### src/logic/an_page_pkg.sv
// Constants, register map and types for the base page codec transmit block.
// Notes on behaviour
// - Full duplex ability sits in bit D5.
// - Half duplex ability sits in bit D6.
// - Pause bits D7/D8 encode four pause modes.
// - Asymmetric pause enables receive and transmit separately.
// - Remote fault in D12/D13, default zero.
// - Fault codes: ok, offline, link failure, negotiation error.
// - No fault support means always send zero.
// - Sent fault held until base idle-detect, then cleared.
// - Received nonzero fault sets status fault bit.
// - Fault signalling hidden while sync fails.
// - Long all-zero reception means link failure.
// - Failed resolution advertises negotiation error code.
// - Ack flag sits in bit D14.
// - Ack after three identical words, Ack ignored.
// - Next page Ack kept until new page loaded.
// - Word held for link timer after complete-ack.
// - NP set requests more pages, clear ends.
// - Base page NP clear declines next pages.
// - Restart sends zero words, then base page.
// - Never advertise an ability not possessed.
// - Word from advertisement or next page register.
// - Xmit picks configuration, idle or data output.
// - Reserved bits D0-D4, D9-D11 sent zero.
// - NP flag sits in bit D15.
package an_page_pkg;
  // Configuration word bit positions
  localparam int BIT_FD = 5;
  localparam int BIT_HD = 6;
  localparam int BIT_PAUSE = 7;
  localparam int BIT_ASM = 8;
  localparam int BIT_RF_LO = 12;
  localparam int BIT_ACK = 14;
  localparam int BIT_NP = 15;
  // Bits that may be set in a base page apart from Ack; reserved ones excluded
  localparam logic [15:0] BASE_MASK = 16'hB1E0;
  localparam logic [15:0] ACK_MASK = 16'h4000;
  localparam logic [15:0] WORD_ZERO = 16'h0000;
  // Remote fault codes (RF1 is the low bit D12)
  localparam logic [1:0] RF_OK = 2'h0;
  localparam logic [1:0] RF_OFFLINE = 2'h2;
  localparam logic [1:0] RF_LINK_FAIL = 2'h1;
  localparam logic [1:0] RF_AN_ERROR = 2'h3;
  // Register byte offsets
  localparam logic [7:0] OFF_ADV = 8'h00;
  localparam logic [7:0] OFF_NPTX = 8'h04;
  localparam logic [7:0] OFF_CTRL = 8'h08;
  localparam logic [7:0] OFF_STATUS = 8'h0C;
  localparam logic [7:0] OFF_PARTNER = 8'h10;
  // Control register fields
  localparam int CTRL_RESTART = 0;
  localparam int CTRL_NP_PHASE = 1;
  // Reset values
  localparam logic [15:0] ADV_RST = 16'h0000;
  localparam logic [15:0] NPTX_RST = 16'h0000;
  // Match count that grants Ack
  localparam logic [1:0] ACK_MATCHES = 2'h3;
  // Timing
  localparam int CLK_HZ = 10_000_000;
  localparam int LINK_TIMER_US = 10_000;
  localparam int LINK_TIMER_CYC = (LINK_TIMER_US / 1000) * (CLK_HZ / 1000);
  // Transmit selection from the arbitration side
  typedef enum logic [1:0] {XMIT_IDLE, XMIT_CONFIG, XMIT_DATA} xmit_t;
  // Output kind toward the ordered-set encoder
  typedef enum logic [1:0] {KIND_IDLE, KIND_CONFIG, KIND_DATA} tx_kind_t;
  // Word source phase after a restart
  typedef enum logic {PH_ZEROS, PH_PAGE} tx_phase_t;
endpackage

### src/logic/an_page_codec.sv
// Base page codec: builds the transmitted configuration word and tracks received words.
//
// Our own choices: the APB register port and the placing of the registers.
`timescale 1ns/10ps
module an_page_codec #(
  parameter int LINK_TIMER_CYC = an_page_pkg::LINK_TIMER_CYC, // Link timer in cycles
  parameter logic [15:0] ABILITY = an_page_pkg::BASE_MASK,    // Abilities the device has
  parameter bit RF_SUPPORT = 1'b1                             // Fault sensing present
) (
  input wire logic SYS_CLK,                 // 10 MHz clock
  input wire logic ARST_N,                  // Async reset, active low
  input wire logic CE,                      // Clock enable, freezes all state but the reset synchroniser when low
  input wire logic PSEL,                    // APB select
  input wire logic PENABLE,                 // APB access phase
  input wire logic PWRITE,                  // APB direction
  input wire logic [7:0] PADDR,             // APB byte address
  input wire logic [31:0] PWDATA,           // APB write data
  output logic [31:0] PRDATA,               // APB read data
  output logic PREADY,                      // APB ready
  output logic PSLVERR,                     // APB error on unmapped address
  input wire logic [1:0] XMIT,              // Transmit selection from arbitration
  input wire logic RX_CFG_VALID,            // One received configuration word
  input wire logic [15:0] RX_CFG_WORD,      // Received configuration word
  input wire logic SYNC_OK,                 // Receive synchronisation good
  input wire logic IDLE_DETECT,             // Arbitration entered idle-detect
  input wire logic CMPL_ACK,                // Arbitration entered complete-ack
  input wire logic RESOLVE_FAIL,            // Resolution found no common mode
  output logic [1:0] TX_KIND,               // Ordered-set kind to send
  output logic [15:0] TX_CFG_WORD,          // Configuration word to send
  output logic RF_STATUS,                   // Partner fault seen, sync gated
  output logic PAUSE_TX_EN,                 // Resolved pause transmit enable
  output logic PAUSE_RX_EN                  // Resolved pause receive enable
);
  localparam int TW = $clog2(LINK_TIMER_CYC + 1);
  localparam logic [TW-1:0] LT_MAX = TW'(LINK_TIMER_CYC - 1);

  logic rst_s1_r, rst_n_r;                  // Reset release synchroniser
  logic [15:0] adv_r;                       // Advertisement register
  logic [15:0] nptx_r;                      // Next page transmit register
  logic np_phase_r;                         // Next page exchange active
  logic np_loaded_r;                        // Fresh next page loaded
  logic restart_r;                          // Restart request pulse
  logic [1:0] rf_tx_r;                      // Remote fault code being sent
  logic rf_rx_r;                            // Partner fault seen, sticky
  logic ack_r;                              // Our Ack bit
  logic [1:0] match_cnt_r;                  // Consecutive identical receptions
  logic [15:0] rx_prev_r;                   // Last received word
  logic [15:0] partner_r;                   // Last received base page
  logic [TW-1:0] zero_rx_cnt_r;             // Length of all-zero reception
  logic link_fail_r;                        // All-zero run exceeded link timer
  an_page_pkg::tx_phase_t phase_r;          // Zero words or page
  logic [TW-1:0] zero_tx_cnt_r;             // Restart zero words sent
  logic [TW-1:0] hold_cnt_r;                // Complete-ack hold time left
  logic hold_r;                             // Word frozen after complete-ack
  logic [15:0] word_nxt;                    // Word the logic would send now
  logic wr_acc, rd_acc;                     // Completed APB accesses
  logic addr_ok;                            // Address decodes to a register
  logic [31:0] rdata_nxt;                   // Read mux
  logic rf_ev;                              // Any fault source this cycle
  logic [1:0] rf_ev_code;                   // Its code
  logic same_word;                          // Received word repeats, Ack ignored
  logic np_load;                            // Next page register written this cycle

  // Pause resolution of local and partner bits; returns {tx_en, rx_en}
  function automatic logic [1:0] pause_res(input logic lp, input logic la,
                                           input logic rp, input logic ra);
    logic [1:0] r;
    r = 2'b00;
    if (lp && rp) begin
      r = 2'b11;
    end else if (!lp && la && rp && ra) begin
      r = 2'b10;
    end else if (lp && la && !rp && ra) begin
      r = 2'b01;
    end
    return r;
  endfunction

  // Reset is released through two flops; assert is immediate
  always_ff @(posedge SYS_CLK or negedge ARST_N) begin
    if (!ARST_N) begin
      rst_s1_r <= 1'b0;
      rst_n_r <= 1'b0;
    end else begin
      rst_s1_r <= 1'b1;
      rst_n_r <= rst_s1_r;
    end
  end

  // APB decode; the slave is always ready, so every access is one wait-free cycle
  assign wr_acc = PSEL && PENABLE && PWRITE && CE;
  assign rd_acc = PSEL && PENABLE && !PWRITE && CE;
  assign addr_ok = (PADDR == an_page_pkg::OFF_ADV) || (PADDR == an_page_pkg::OFF_NPTX) ||
                   (PADDR == an_page_pkg::OFF_CTRL) || (PADDR == an_page_pkg::OFF_STATUS) ||
                   (PADDR == an_page_pkg::OFF_PARTNER);
  assign PREADY = 1'b1;
  assign PSLVERR = PSEL && PENABLE && !addr_ok;

  // Read mux; status fault bit hidden while sync fails
  always_comb begin
    rdata_nxt = 32'h0000_0000;
    unique case (PADDR)
      an_page_pkg::OFF_ADV: rdata_nxt = {16'h0000, adv_r};
      an_page_pkg::OFF_NPTX: rdata_nxt = {16'h0000, nptx_r};
      an_page_pkg::OFF_CTRL: rdata_nxt = {30'h0000_0000, np_phase_r, 1'b0};
      an_page_pkg::OFF_STATUS: rdata_nxt = {21'h00_0000, PAUSE_RX_EN, PAUSE_TX_EN,
                                            np_loaded_r, match_cnt_r,
                                            (phase_r == an_page_pkg::PH_ZEROS), link_fail_r,
                                            ack_r, rf_rx_r && SYNC_OK, rf_tx_r};
      an_page_pkg::OFF_PARTNER: rdata_nxt = {16'h0000, partner_r};
      default: rdata_nxt = 32'h0000_0000;
    endcase
  end

  // Read data comes from a flop, loaded in the setup cycle
  always_ff @(posedge SYS_CLK or negedge rst_n_r) begin
    if (!rst_n_r) begin
      PRDATA <= 32'h0000_0000;
    end else if (CE && PSEL && !PENABLE && !PWRITE) begin
      PRDATA <= rdata_nxt;
    end
  end

  // Software registers; abilities the device lacks cannot be written
  always_ff @(posedge SYS_CLK or negedge rst_n_r) begin
    if (!rst_n_r) begin
      adv_r <= an_page_pkg::ADV_RST;
      nptx_r <= an_page_pkg::NPTX_RST;
      np_phase_r <= 1'b0;
      restart_r <= 1'b0;
    end else if (CE) begin
      restart_r <= wr_acc && (PADDR == an_page_pkg::OFF_CTRL) &&
                   PWDATA[an_page_pkg::CTRL_RESTART];
      if (wr_acc && PADDR == an_page_pkg::OFF_ADV) begin
        adv_r <= PWDATA[15:0] & ABILITY & an_page_pkg::BASE_MASK & ~an_page_pkg::ACK_MASK;
      end
      if (wr_acc && PADDR == an_page_pkg::OFF_NPTX) begin
        nptx_r <= PWDATA[15:0];
      end
      if (wr_acc && PADDR == an_page_pkg::OFF_CTRL) begin
        np_phase_r <= PWDATA[an_page_pkg::CTRL_NP_PHASE];
      end
    end
  end

  // Next page loaded flag: set by a write, cleared on the first clock edge after it that finds Ack high
  always_ff @(posedge SYS_CLK or negedge rst_n_r) begin
    if (!rst_n_r) begin
      np_loaded_r <= 1'b0;
    end else if (CE) begin
      if (wr_acc && PADDR == an_page_pkg::OFF_NPTX) begin
        np_loaded_r <= 1'b1;
      end else if (ack_r && np_loaded_r) begin
        np_loaded_r <= 1'b0;
      end
    end
  end

  // Received-word comparison excludes the Ack bit
  assign same_word = ((RX_CFG_WORD ^ rx_prev_r) & ~an_page_pkg::ACK_MASK) == 16'h0000;
  assign np_load = wr_acc && (PADDR == an_page_pkg::OFF_NPTX);

  // Match counter and partner capture
  always_ff @(posedge SYS_CLK or negedge rst_n_r) begin
    if (!rst_n_r) begin
      match_cnt_r <= 2'h0;
      rx_prev_r <= an_page_pkg::WORD_ZERO;
      partner_r <= an_page_pkg::WORD_ZERO;
    end else if (CE) begin
      if (restart_r) begin
        match_cnt_r <= 2'h0;
      end else if (RX_CFG_VALID) begin
        rx_prev_r <= RX_CFG_WORD;
        // A word arriving with a page load counts as the first of a new run
        if (!same_word || match_cnt_r == 2'h0 || np_load) begin
          match_cnt_r <= 2'h1;
        end else if (match_cnt_r != an_page_pkg::ACK_MATCHES) begin
          match_cnt_r <= match_cnt_r + 2'h1;
        end
        if (!np_phase_r && RX_CFG_WORD != an_page_pkg::WORD_ZERO) begin
          partner_r <= RX_CFG_WORD;
        end
      end else if (np_load) begin
        // A fresh next page restarts the run, otherwise Ack could never drop
        match_cnt_r <= 2'h0;
      end
    end
  end

  // Ack: set after three matches; in next page exchange held until a new page loads
  always_ff @(posedge SYS_CLK or negedge rst_n_r) begin
    if (!rst_n_r) begin
      ack_r <= 1'b0;
    end else if (CE) begin
      if (restart_r) begin
        ack_r <= 1'b0;
      end else if (match_cnt_r == an_page_pkg::ACK_MATCHES) begin
        ack_r <= 1'b1;
      end else if (np_phase_r && np_loaded_r) begin
        ack_r <= 1'b0;
      end else if (!np_phase_r && match_cnt_r != an_page_pkg::ACK_MATCHES) begin
        ack_r <= 1'b0;
      end
    end
  end

  // All-zero reception timer; exceeding the link timer flags link failure
  always_ff @(posedge SYS_CLK or negedge rst_n_r) begin
    if (!rst_n_r) begin
      zero_rx_cnt_r <= '0;
      link_fail_r <= 1'b0;
    end else if (CE) begin
      if (RX_CFG_VALID && RX_CFG_WORD != an_page_pkg::WORD_ZERO) begin
        zero_rx_cnt_r <= '0;
        link_fail_r <= 1'b0;
      end else if (zero_rx_cnt_r == LT_MAX && RX_CFG_VALID) begin
        link_fail_r <= 1'b1;
      end else if (RX_CFG_VALID) begin
        zero_rx_cnt_r <= zero_rx_cnt_r + 1'b1;
      end
    end
  end

  // Fault sources, most severe first
  always_comb begin
    rf_ev = 1'b1;
    rf_ev_code = an_page_pkg::RF_OK;
    if (RESOLVE_FAIL) begin
      rf_ev_code = an_page_pkg::RF_AN_ERROR;
    end else if (link_fail_r) begin
      rf_ev_code = an_page_pkg::RF_LINK_FAIL;
    end else if (wr_acc && PADDR == an_page_pkg::OFF_ADV &&
                 PWDATA[an_page_pkg::BIT_RF_LO+1 -: 2] != an_page_pkg::RF_OK) begin
      rf_ev_code = PWDATA[an_page_pkg::BIT_RF_LO+1 -: 2];
    end else begin
      rf_ev = 1'b0;
    end
  end

  // Sent fault code: held until base idle-detect; a new fault wins over the clear
  always_ff @(posedge SYS_CLK or negedge rst_n_r) begin
    if (!rst_n_r) begin
      rf_tx_r <= an_page_pkg::RF_OK;
    end else if (CE) begin
      if (!RF_SUPPORT) begin
        rf_tx_r <= an_page_pkg::RF_OK;
      end else if (rf_ev) begin
        rf_tx_r <= rf_ev_code;
      end else if (IDLE_DETECT && !np_phase_r) begin
        rf_tx_r <= an_page_pkg::RF_OK;
      end
    end
  end

  // Partner fault sticky; cleared by status read, a new one wins
  always_ff @(posedge SYS_CLK or negedge rst_n_r) begin
    if (!rst_n_r) begin
      rf_rx_r <= 1'b0;
    end else if (CE) begin
      if (RX_CFG_VALID && !np_phase_r &&
          RX_CFG_WORD[an_page_pkg::BIT_RF_LO+1 -: 2] != an_page_pkg::RF_OK) begin
        rf_rx_r <= 1'b1;
      end else if (rd_acc && PADDR == an_page_pkg::OFF_STATUS && SYNC_OK) begin
        rf_rx_r <= 1'b0;
      end
    end
  end
  assign RF_STATUS = rf_rx_r && SYNC_OK;

  // Restart: zero words for one link timer, then the page
  always_ff @(posedge SYS_CLK or negedge rst_n_r) begin
    if (!rst_n_r) begin
      phase_r <= an_page_pkg::PH_ZEROS;
      zero_tx_cnt_r <= '0;
    end else if (CE) begin
      if (restart_r) begin
        phase_r <= an_page_pkg::PH_ZEROS;
        zero_tx_cnt_r <= '0;
      end else if (phase_r == an_page_pkg::PH_ZEROS) begin
        if (zero_tx_cnt_r == LT_MAX) begin
          phase_r <= an_page_pkg::PH_PAGE;
        end else begin
          zero_tx_cnt_r <= zero_tx_cnt_r + 1'b1;
        end
      end
    end
  end

  // Complete-ack hold for the link timer
  always_ff @(posedge SYS_CLK or negedge rst_n_r) begin
    if (!rst_n_r) begin
      hold_r <= 1'b0;
      hold_cnt_r <= '0;
    end else if (CE) begin
      if (restart_r) begin
        hold_r <= 1'b0;
      end else if (CMPL_ACK && !hold_r) begin
        hold_r <= 1'b1;
        hold_cnt_r <= LT_MAX;
      end else if (hold_r && hold_cnt_r == '0) begin
        hold_r <= 1'b0;
      end else if (hold_r) begin
        hold_cnt_r <= hold_cnt_r - 1'b1;
      end
    end
  end

  // Word source: zeros, base page fields, or next page register
  always_comb begin
    word_nxt = an_page_pkg::WORD_ZERO;
    if (phase_r == an_page_pkg::PH_PAGE && np_phase_r) begin
      word_nxt = nptx_r;
      word_nxt[an_page_pkg::BIT_ACK] = ack_r;
    end else if (phase_r == an_page_pkg::PH_PAGE) begin
      word_nxt[an_page_pkg::BIT_FD] = adv_r[an_page_pkg::BIT_FD];
      word_nxt[an_page_pkg::BIT_HD] = adv_r[an_page_pkg::BIT_HD];
      word_nxt[an_page_pkg::BIT_PAUSE] = adv_r[an_page_pkg::BIT_PAUSE];
      word_nxt[an_page_pkg::BIT_ASM] = adv_r[an_page_pkg::BIT_ASM];
      word_nxt[an_page_pkg::BIT_RF_LO+1 -: 2] = rf_tx_r;
      word_nxt[an_page_pkg::BIT_ACK] = ack_r;
      word_nxt[an_page_pkg::BIT_NP] = adv_r[an_page_pkg::BIT_NP];
    end
  end

  // Output word and kind; the word freezes during the complete-ack hold
  always_ff @(posedge SYS_CLK or negedge rst_n_r) begin
    if (!rst_n_r) begin
      TX_CFG_WORD <= an_page_pkg::WORD_ZERO;
      TX_KIND <= 2'(an_page_pkg::KIND_IDLE);
    end else if (CE) begin
      if (!hold_r) begin
        // Ack is not a reserved bit, so it passes the base page mask
        TX_CFG_WORD <= word_nxt & (np_phase_r ? 16'hFFFF :
                                   (an_page_pkg::BASE_MASK | an_page_pkg::ACK_MASK));
      end
      unique case (an_page_pkg::xmit_t'(XMIT))
        an_page_pkg::XMIT_CONFIG: TX_KIND <= 2'(an_page_pkg::KIND_CONFIG);
        an_page_pkg::XMIT_DATA: TX_KIND <= 2'(an_page_pkg::KIND_DATA);
        default: TX_KIND <= 2'(an_page_pkg::KIND_IDLE);
      endcase
    end
  end

  // Pause resolution from our advertisement and partner base page
  always_ff @(posedge SYS_CLK or negedge rst_n_r) begin
    if (!rst_n_r) begin
      PAUSE_TX_EN <= 1'b0;
      PAUSE_RX_EN <= 1'b0;
    end else if (CE) begin
      {PAUSE_TX_EN, PAUSE_RX_EN} <= pause_res(adv_r[an_page_pkg::BIT_PAUSE],
                                              adv_r[an_page_pkg::BIT_ASM],
                                              partner_r[an_page_pkg::BIT_PAUSE],
                                              partner_r[an_page_pkg::BIT_ASM]);
    end
  end
endmodule // an_page_codec

### config.mk
export PLATFORM = sky130hd
export DESIGN_NAME = an_page_codec
export DESIGN_NICKNAME = d
export VERILOG_FILES = /design/src/logic/an_page_pkg.sv /design/src/logic/an_page_codec.sv
export SDC_FILE = /design/constraint.sdc
export NUM_CORES = 1
export LEC_CHECK = 0
export ABC_AREA = 0
export BUFFER_PORTS_ARGS = -buffer_cell sky130_fd_sc_hd__buf_4
export CAP_MARGIN = 20
export CELL_PAD_IN_SITES_DETAIL_PLACEMENT = 0
export CELL_PAD_IN_SITES_GLOBAL_PLACEMENT = 1
export CORE_ASPECT_RATIO = 2
export CORE_MARGIN = 2
export CORE_UTILIZATION = 30
export DETAILED_ROUTE_END_ITERATION = 16
export GPL_TIMING_DRIVEN = 0
export PLACE_DENSITY_LB_ADDON = 0.08
export SYNTH_ARGS = -nofsm -noshare
export SYNTH_HDL_FRONTEND = slang
export SYNTH_SLANG_ARGS = --single-unit
### constraint.sdc
create_clock -name SYS_CLK -period 10.7 [get_ports SYS_CLK]
set_input_delay 0.535 -clock SYS_CLK [delete_from_list [all_inputs] [get_ports SYS_CLK]]
set_output_delay 0.535 -clock SYS_CLK [all_outputs]
set_load 0.05 [all_outputs]
* Word-level counts from Yosys, hierarchy flattened *
Index checks and enable logic that the tools add are counted.

storage, ports and cells
  bits in registers = 172
  bits of input ports = 69
  output and inout port bits = 55
  word-level logic and storage cells = 180

operators by class
  add/subtract/negate cells = 4
  equal/unequal tests = 15
  multiplexer cells = 50
  bitwise logic cells = 5
  reductions and logical operators = 82

operator list
  kind                     count
  $mux W17                 9
  $pmux W16 S5             1
  $logic_and A1 B1 Y1      36
  $add A17 B1 Y17 const B  2
  $eq A17 B17 Y1 const B   2
  $mux W2                  12
  $mux W1                  20
  $reduce_and A2 Y1        10
  $logic_not A17 Y1        1
  $sub A17 B1 Y17 const B  1
  $and A16 B16 Y16         1
  $eq A8 B4 Y1 const B     2
  $logic_not A16 Y1        1
  $mux W4                  4
  $reduce_bool A16 Y1      1
  $reduce_bool A2 Y1       8
  $xor A16 B16 Y16         1
  $mux W12                 1
  $reduce_and A3 Y1        4
  $ne A2 B2 Y1 const B     5
  $eq A8 B3 Y1 const B     1
  $eq A8 B5 Y1 const B     1
  $logic_not A1 Y1         8
  $logic_not A8 Y1         1
  other kinds (13)         23

* Longest topological paths before layout *
  depth in word-level cells = 10
  depth in mapped cells = 7
  gate-level depth less buffers = 7

* Worst setup path after synthesis *
OpenSTA, ideal clock, no wires.

  path kind = input to register
  start = input port PADDR[1]
  end = register rf_tx_r[1]
  library setup time = 125 ps
  data arrival time = 2089 ps
  setup slack = 8486 ps
  cell stages on the path = 6
  path through = or4_4 -> buf_6 -> nor4b_4 -> o211ai_1 -> a31oi_2 -> mux2_2

between the ends
  cells in the longest elaborated chain, start to end = 8
  elaborated cells between the ends (all ways) = 12
  those cells by class = mux (7); reduce/logical (5)

ends and longest elaborated chain
  element                             RTL line              RTL
  from (decl)                         an_page_codec.sv:16   input wire logic [7:0] PADDR,
  $logic_not A8 Y1 *                  an_page_codec.sv:232  end else if (wr_acc && PADDR == an_page_pkg::OFF_ADV &&
  $logic_and A1 B1 Y1 * (2 in a row)  an_page_codec.sv:232
  $mux W1                             an_page_codec.sv:232
  $mux W1                             an_page_codec.sv:230  end else if (link_fail_r) begin
  $mux W1                             an_page_codec.sv:228  if (RESOLVE_FAIL) begin
  $reduce_bool A2 Y1 (no line)        --
  $reduce_and A2 Y1 (no line)         --
  to (signal assigned)                an_page_codec.sv:243  rf_tx_r <= an_page_pkg::RF_OK;
  to (signal assigned)                an_page_codec.sv:246  rf_tx_r <= an_page_pkg::RF_OK;
  to (signal assigned)                an_page_codec.sv:248  rf_tx_r <= rf_ev_code;
  to (decl)                           an_page_codec.sv:43   logic [1:0] rf_tx_r;

Every way passes the cells marked *; elsewhere a longest branch is shown, timed or not.
A chain may end at the register's enable or synchronous reset.

* Final worst setup path *
  start = input port PADDR[1]
  end = output port PSLVERR

between the ends
  cells in the longest elaborated chain, start to end = 7
  elaborated cells between the ends (all ways) = 11
  those cells by class = eq/ne (4); reduce/logical (7)

ends and longest elaborated chain
  element                                                  RTL line             RTL
  $eq A8 B3 Y1 / $logic_not A8 Y1 (equally long branches)  an_page_codec.sv:93  assign addr_ok = (PADDR == an_page_pkg::OFF_ADV) || (PADDR == an_page_pkg::OFF_NPTX) ||
  $logic_or A1 B1 Y1 (2 in a row)                          an_page_codec.sv:93
  $logic_or A1 B1 Y1                                       an_page_codec.sv:94  (PADDR == an_page_pkg::OFF_CTRL) || (PADDR == an_page_pkg::OFF_STATUS) ||
  $logic_or A1 B1 Y1 *                                     an_page_codec.sv:94
  $logic_not A1 Y1 *                                       an_page_codec.sv:97  assign PSLVERR = PSEL && PENABLE && !addr_ok;
  $logic_and A1 B1 Y1 *                                    an_page_codec.sv:97
  to (decl)                                                an_page_codec.sv:20  output logic PSLVERR,

Marked as above.

==> results.json <==
{
  "status": "finished clean",
  "ant_nets": 0,
  "die_x_um": 117,
  "gp_congestion": 0.752,
  "drt_first_pass_iters": 5,
  "track_usage_pct": 16.4,
  "ios": 124,
  "multi_input_area_sq_um": 3540,
  "drt-initial-drc-count": 312,
  "worstSetupPathType": "primary input to primary output",
  "start_util_pct": 30.4,
  "drc": 0,
  "power_density_nw_per_um2": 171,
  "cts-root-buf": "clkbuf_16",
  "syn_area_sq_um": 7720,
  "grt_pass1_wl_um": 34600,
  "final_layout_size_suffix_gt1_share_pct": 25.1,
  "rsz0062_at_grt": "false",
  "synth.largest_area_cell": "dfrtp_1",
  "gr-total-overflow": 0,
  "p_leak_nw": 4.21,
  "cp-end-kind": "primary output",
  "worstPathCellList": "buf_4 -> or4_4 -> buf_6 -> nor2_1 -> a21oi_1 -> buf_4",
  "via_per_inst": 4.87,
  "seq_area_sq_um": 3880,
  "ir_worst_vdd_mv": 0.114,
  "ys_types": 71,
  "async_flop_share_pct": 100,
  "cp_top_family": "simple AND/OR/NAND/NOR gates",
  "grt_pass1_vias": 6036,
  "design_power_total_w": 0.00163,
  "cp.required_ns": 10.17,
  "n_antenna_cell": 0,
  "grt_max_degree": 60,
  "insertion_delay_ns": 0.45,
  "antenna_found_initial": 0,
  "setup_ws_ns": 8.34,
  "area_growth_pct": 23.4,
  "hpwl_um": 15700,
  "dp_cells": 1191,
  "fin_crit_sh_pct": 22.1,
  "clk_pin_slew_worst_paths_ns": 0.07,
  "cts_buffers": 17,
  "seq_area_frac_synth_pct": 50.2,
  "min_period_ns": 2.36,
  "finalMaxSlewViolations": 0,
  "max_freq_mhz": 423,
  "cts-resized-gates": 0,
  "worst-path-stages": 6,
  "hold_class": "primary input to register",
  "hold_viol": 0,
  "cts.sink_count": 155,
  "fill_cells": 2597,
  "arrival_ns": 1.83,
  "drt_wl_total_um": 21300,
  "numPortBuffers": 90,
  "cap_violations": 0,
  "clockBufferDepth": 2,
  "maxSlewHeadroom_pct": 44.2,
  "final_nets": 946,
  "reg2regPathDepth": 6,
  "final_common_cell": "dfrtp_1",
  "synth_edf_count": 0,
  "wl_per_cell_um": 17.4,
  "worstMarginPinSlew_ns": 0.830,
  "startpoint_type": "primary input",
  "yosysWarnings": 0,
  "setup_viol": 0,
  "hold_ws_ns": 0.286,
  "crit_fanout": 6,
  "crit_top_cell": "buf_4",
  "synth.top_cell.area_share_pct": 50.2,
  "die-area_sq_um": 27100,
  "post_cts_buffers": 0,
  "critical_path.slowest_cell": "or4_4",
  "die_h_um": 231,
  "instances_no_fill": 1224,
  "finalSetupTns_ns": 0,
  "finalClockSkew_ns": 0.0104,
  "most-common-layout-cells": "dfrtp_1 (154), buf_4 (109), nand2_1 (102), nor2_1 (55), xor2_1 (35)",
  "min_path_cells": 3,
  "coreArea_sq_um": 25400,
  "synth_flop_cell": "dfrtp_1",
  "place_ws_ns": 8.05,
  "rows": 83,
  "yosys_register_bits": 155,
  "vias": 5959,
  "tritoncts": "done",
  "slowest_delay_ns": 0.56,
  "crit_buf_inv": 3,
  "syn_avg_cell_area_sq_um": 10.4,
  "htreeDepth": 4,
  "syn_inst": 742,
  "synthTopCellsByArea": "dfrtp_1 (50%), nand2_1 (5.0%), mux2_2 (4.8%)"
}
-- worst min-delay path, cell delays in order --
cell and delay, ns:
buf_4 0.08, nand2_1 0.04, nand2_1 0.05
-- state kept, by name, summed over array words and instances (netlist names), 7 cells and up --
name / cells
hold_cnt_r: 17
zero_rx_cnt_r: 17
zero_tx_cnt_r: 17
PRDATA: 16
TX_CFG_WORD: 16
nptx_r: 16
partner_r: 16
rx_prev_r: 15
adv_r: 7
-- where the power goes --
| part | internal (W) | switching [W] |
|---|---|---|
| registers | 0.000657 | 0.0000722 |
| logic | 0.000123 | 0.000178 |
| clock network | 0.000334 | 0.000262 |
-- repair_timing --
| item | CTS | global route |
|---|---|---|
| setup endpoints to repair | 0 | 0 |
| hold buffers | 1 | 0 |
| hold endpoints to repair | 2 | 0 |
-- cells by family after synthesis --
family | Yosys count | share of synthesized area [%]
other cells | 2 | 0.0972
mux | 52 | 7.74
fa+ha+maj | 6 | 0.972
compound gates | 134 | 11.8
buf+inv | 67 | 4.73
xor+xnor | 38 | 4.31
flops | 155 | 50.2
simple gates | 288 | 20.2
-- layout make-up --
cell class / instances / area share (%)
clock buffer: 20 / 4.79
inverter: 22 / 0.867
sequential: 155 / 40.7
tap: 340 / 4.46
buffer: 45 / 2.97
timing repair buffer: 94 / 7.83
clock inverter: 12 / 1.20
multi-input combinational: 536 / 37.1
-- final timing paths --
path	startpoint	to	slack (ns)
hold / removal	PWDATA[4]	nptx_r[4]	0.29
setup / recovery	PADDR[1]	PSLVERR	8.34
min in group asynchronous	ARST_N	rst_n_r	0.41
hold reg to reg	rst_s1_r	rst_n_r	0.35
setup reg to reg	hold_cnt_r[11]	hold_cnt_r[3]	8.48
max in group asynchronous	rst_n_r	partner_r[10]	9.22
-- routing by layer --
layer  up-vias  part of all wire, %  track usage (%)
met3        16                  4.1             3.78
met4         0                  1.5             5.31
met1      2939                   46             21.9
met5         -                    0                0
met2       112                   48             26.5
li1       2892                    -                -
-- through the flow --
stage | cell area [sq um] | utilization [%]
CTS | 9530 | 37.4
finish | 9530 | 37.4
global route | 9530 | 37.4
floorplan | 7780 | -
global placement | 8880 | 34.9
detailed placement | 8950 | 35.2
-- cells in the mapped netlist, types with 7 or more instances --
master	n
a21oi_1	25
a22o_1	12
a22oi_1	13
a31oi_1	9
buf_2	10
buf_4	19
clkbuf_1	11
dfrtp_1	155
inv_1	22
mux2_2	33
mux2_4	7
mux2i_1	11
nand2_1	102
nand3_1	20
nand3b_1	7
nand4_1	16
nor2_1	55
nor3_1	7
nor4_1	14
o211ai_1	7
o21ai_0	29
o31ai_1	8
or3_1	14
xor2_1	35
(Power assumes the default switching activity.)
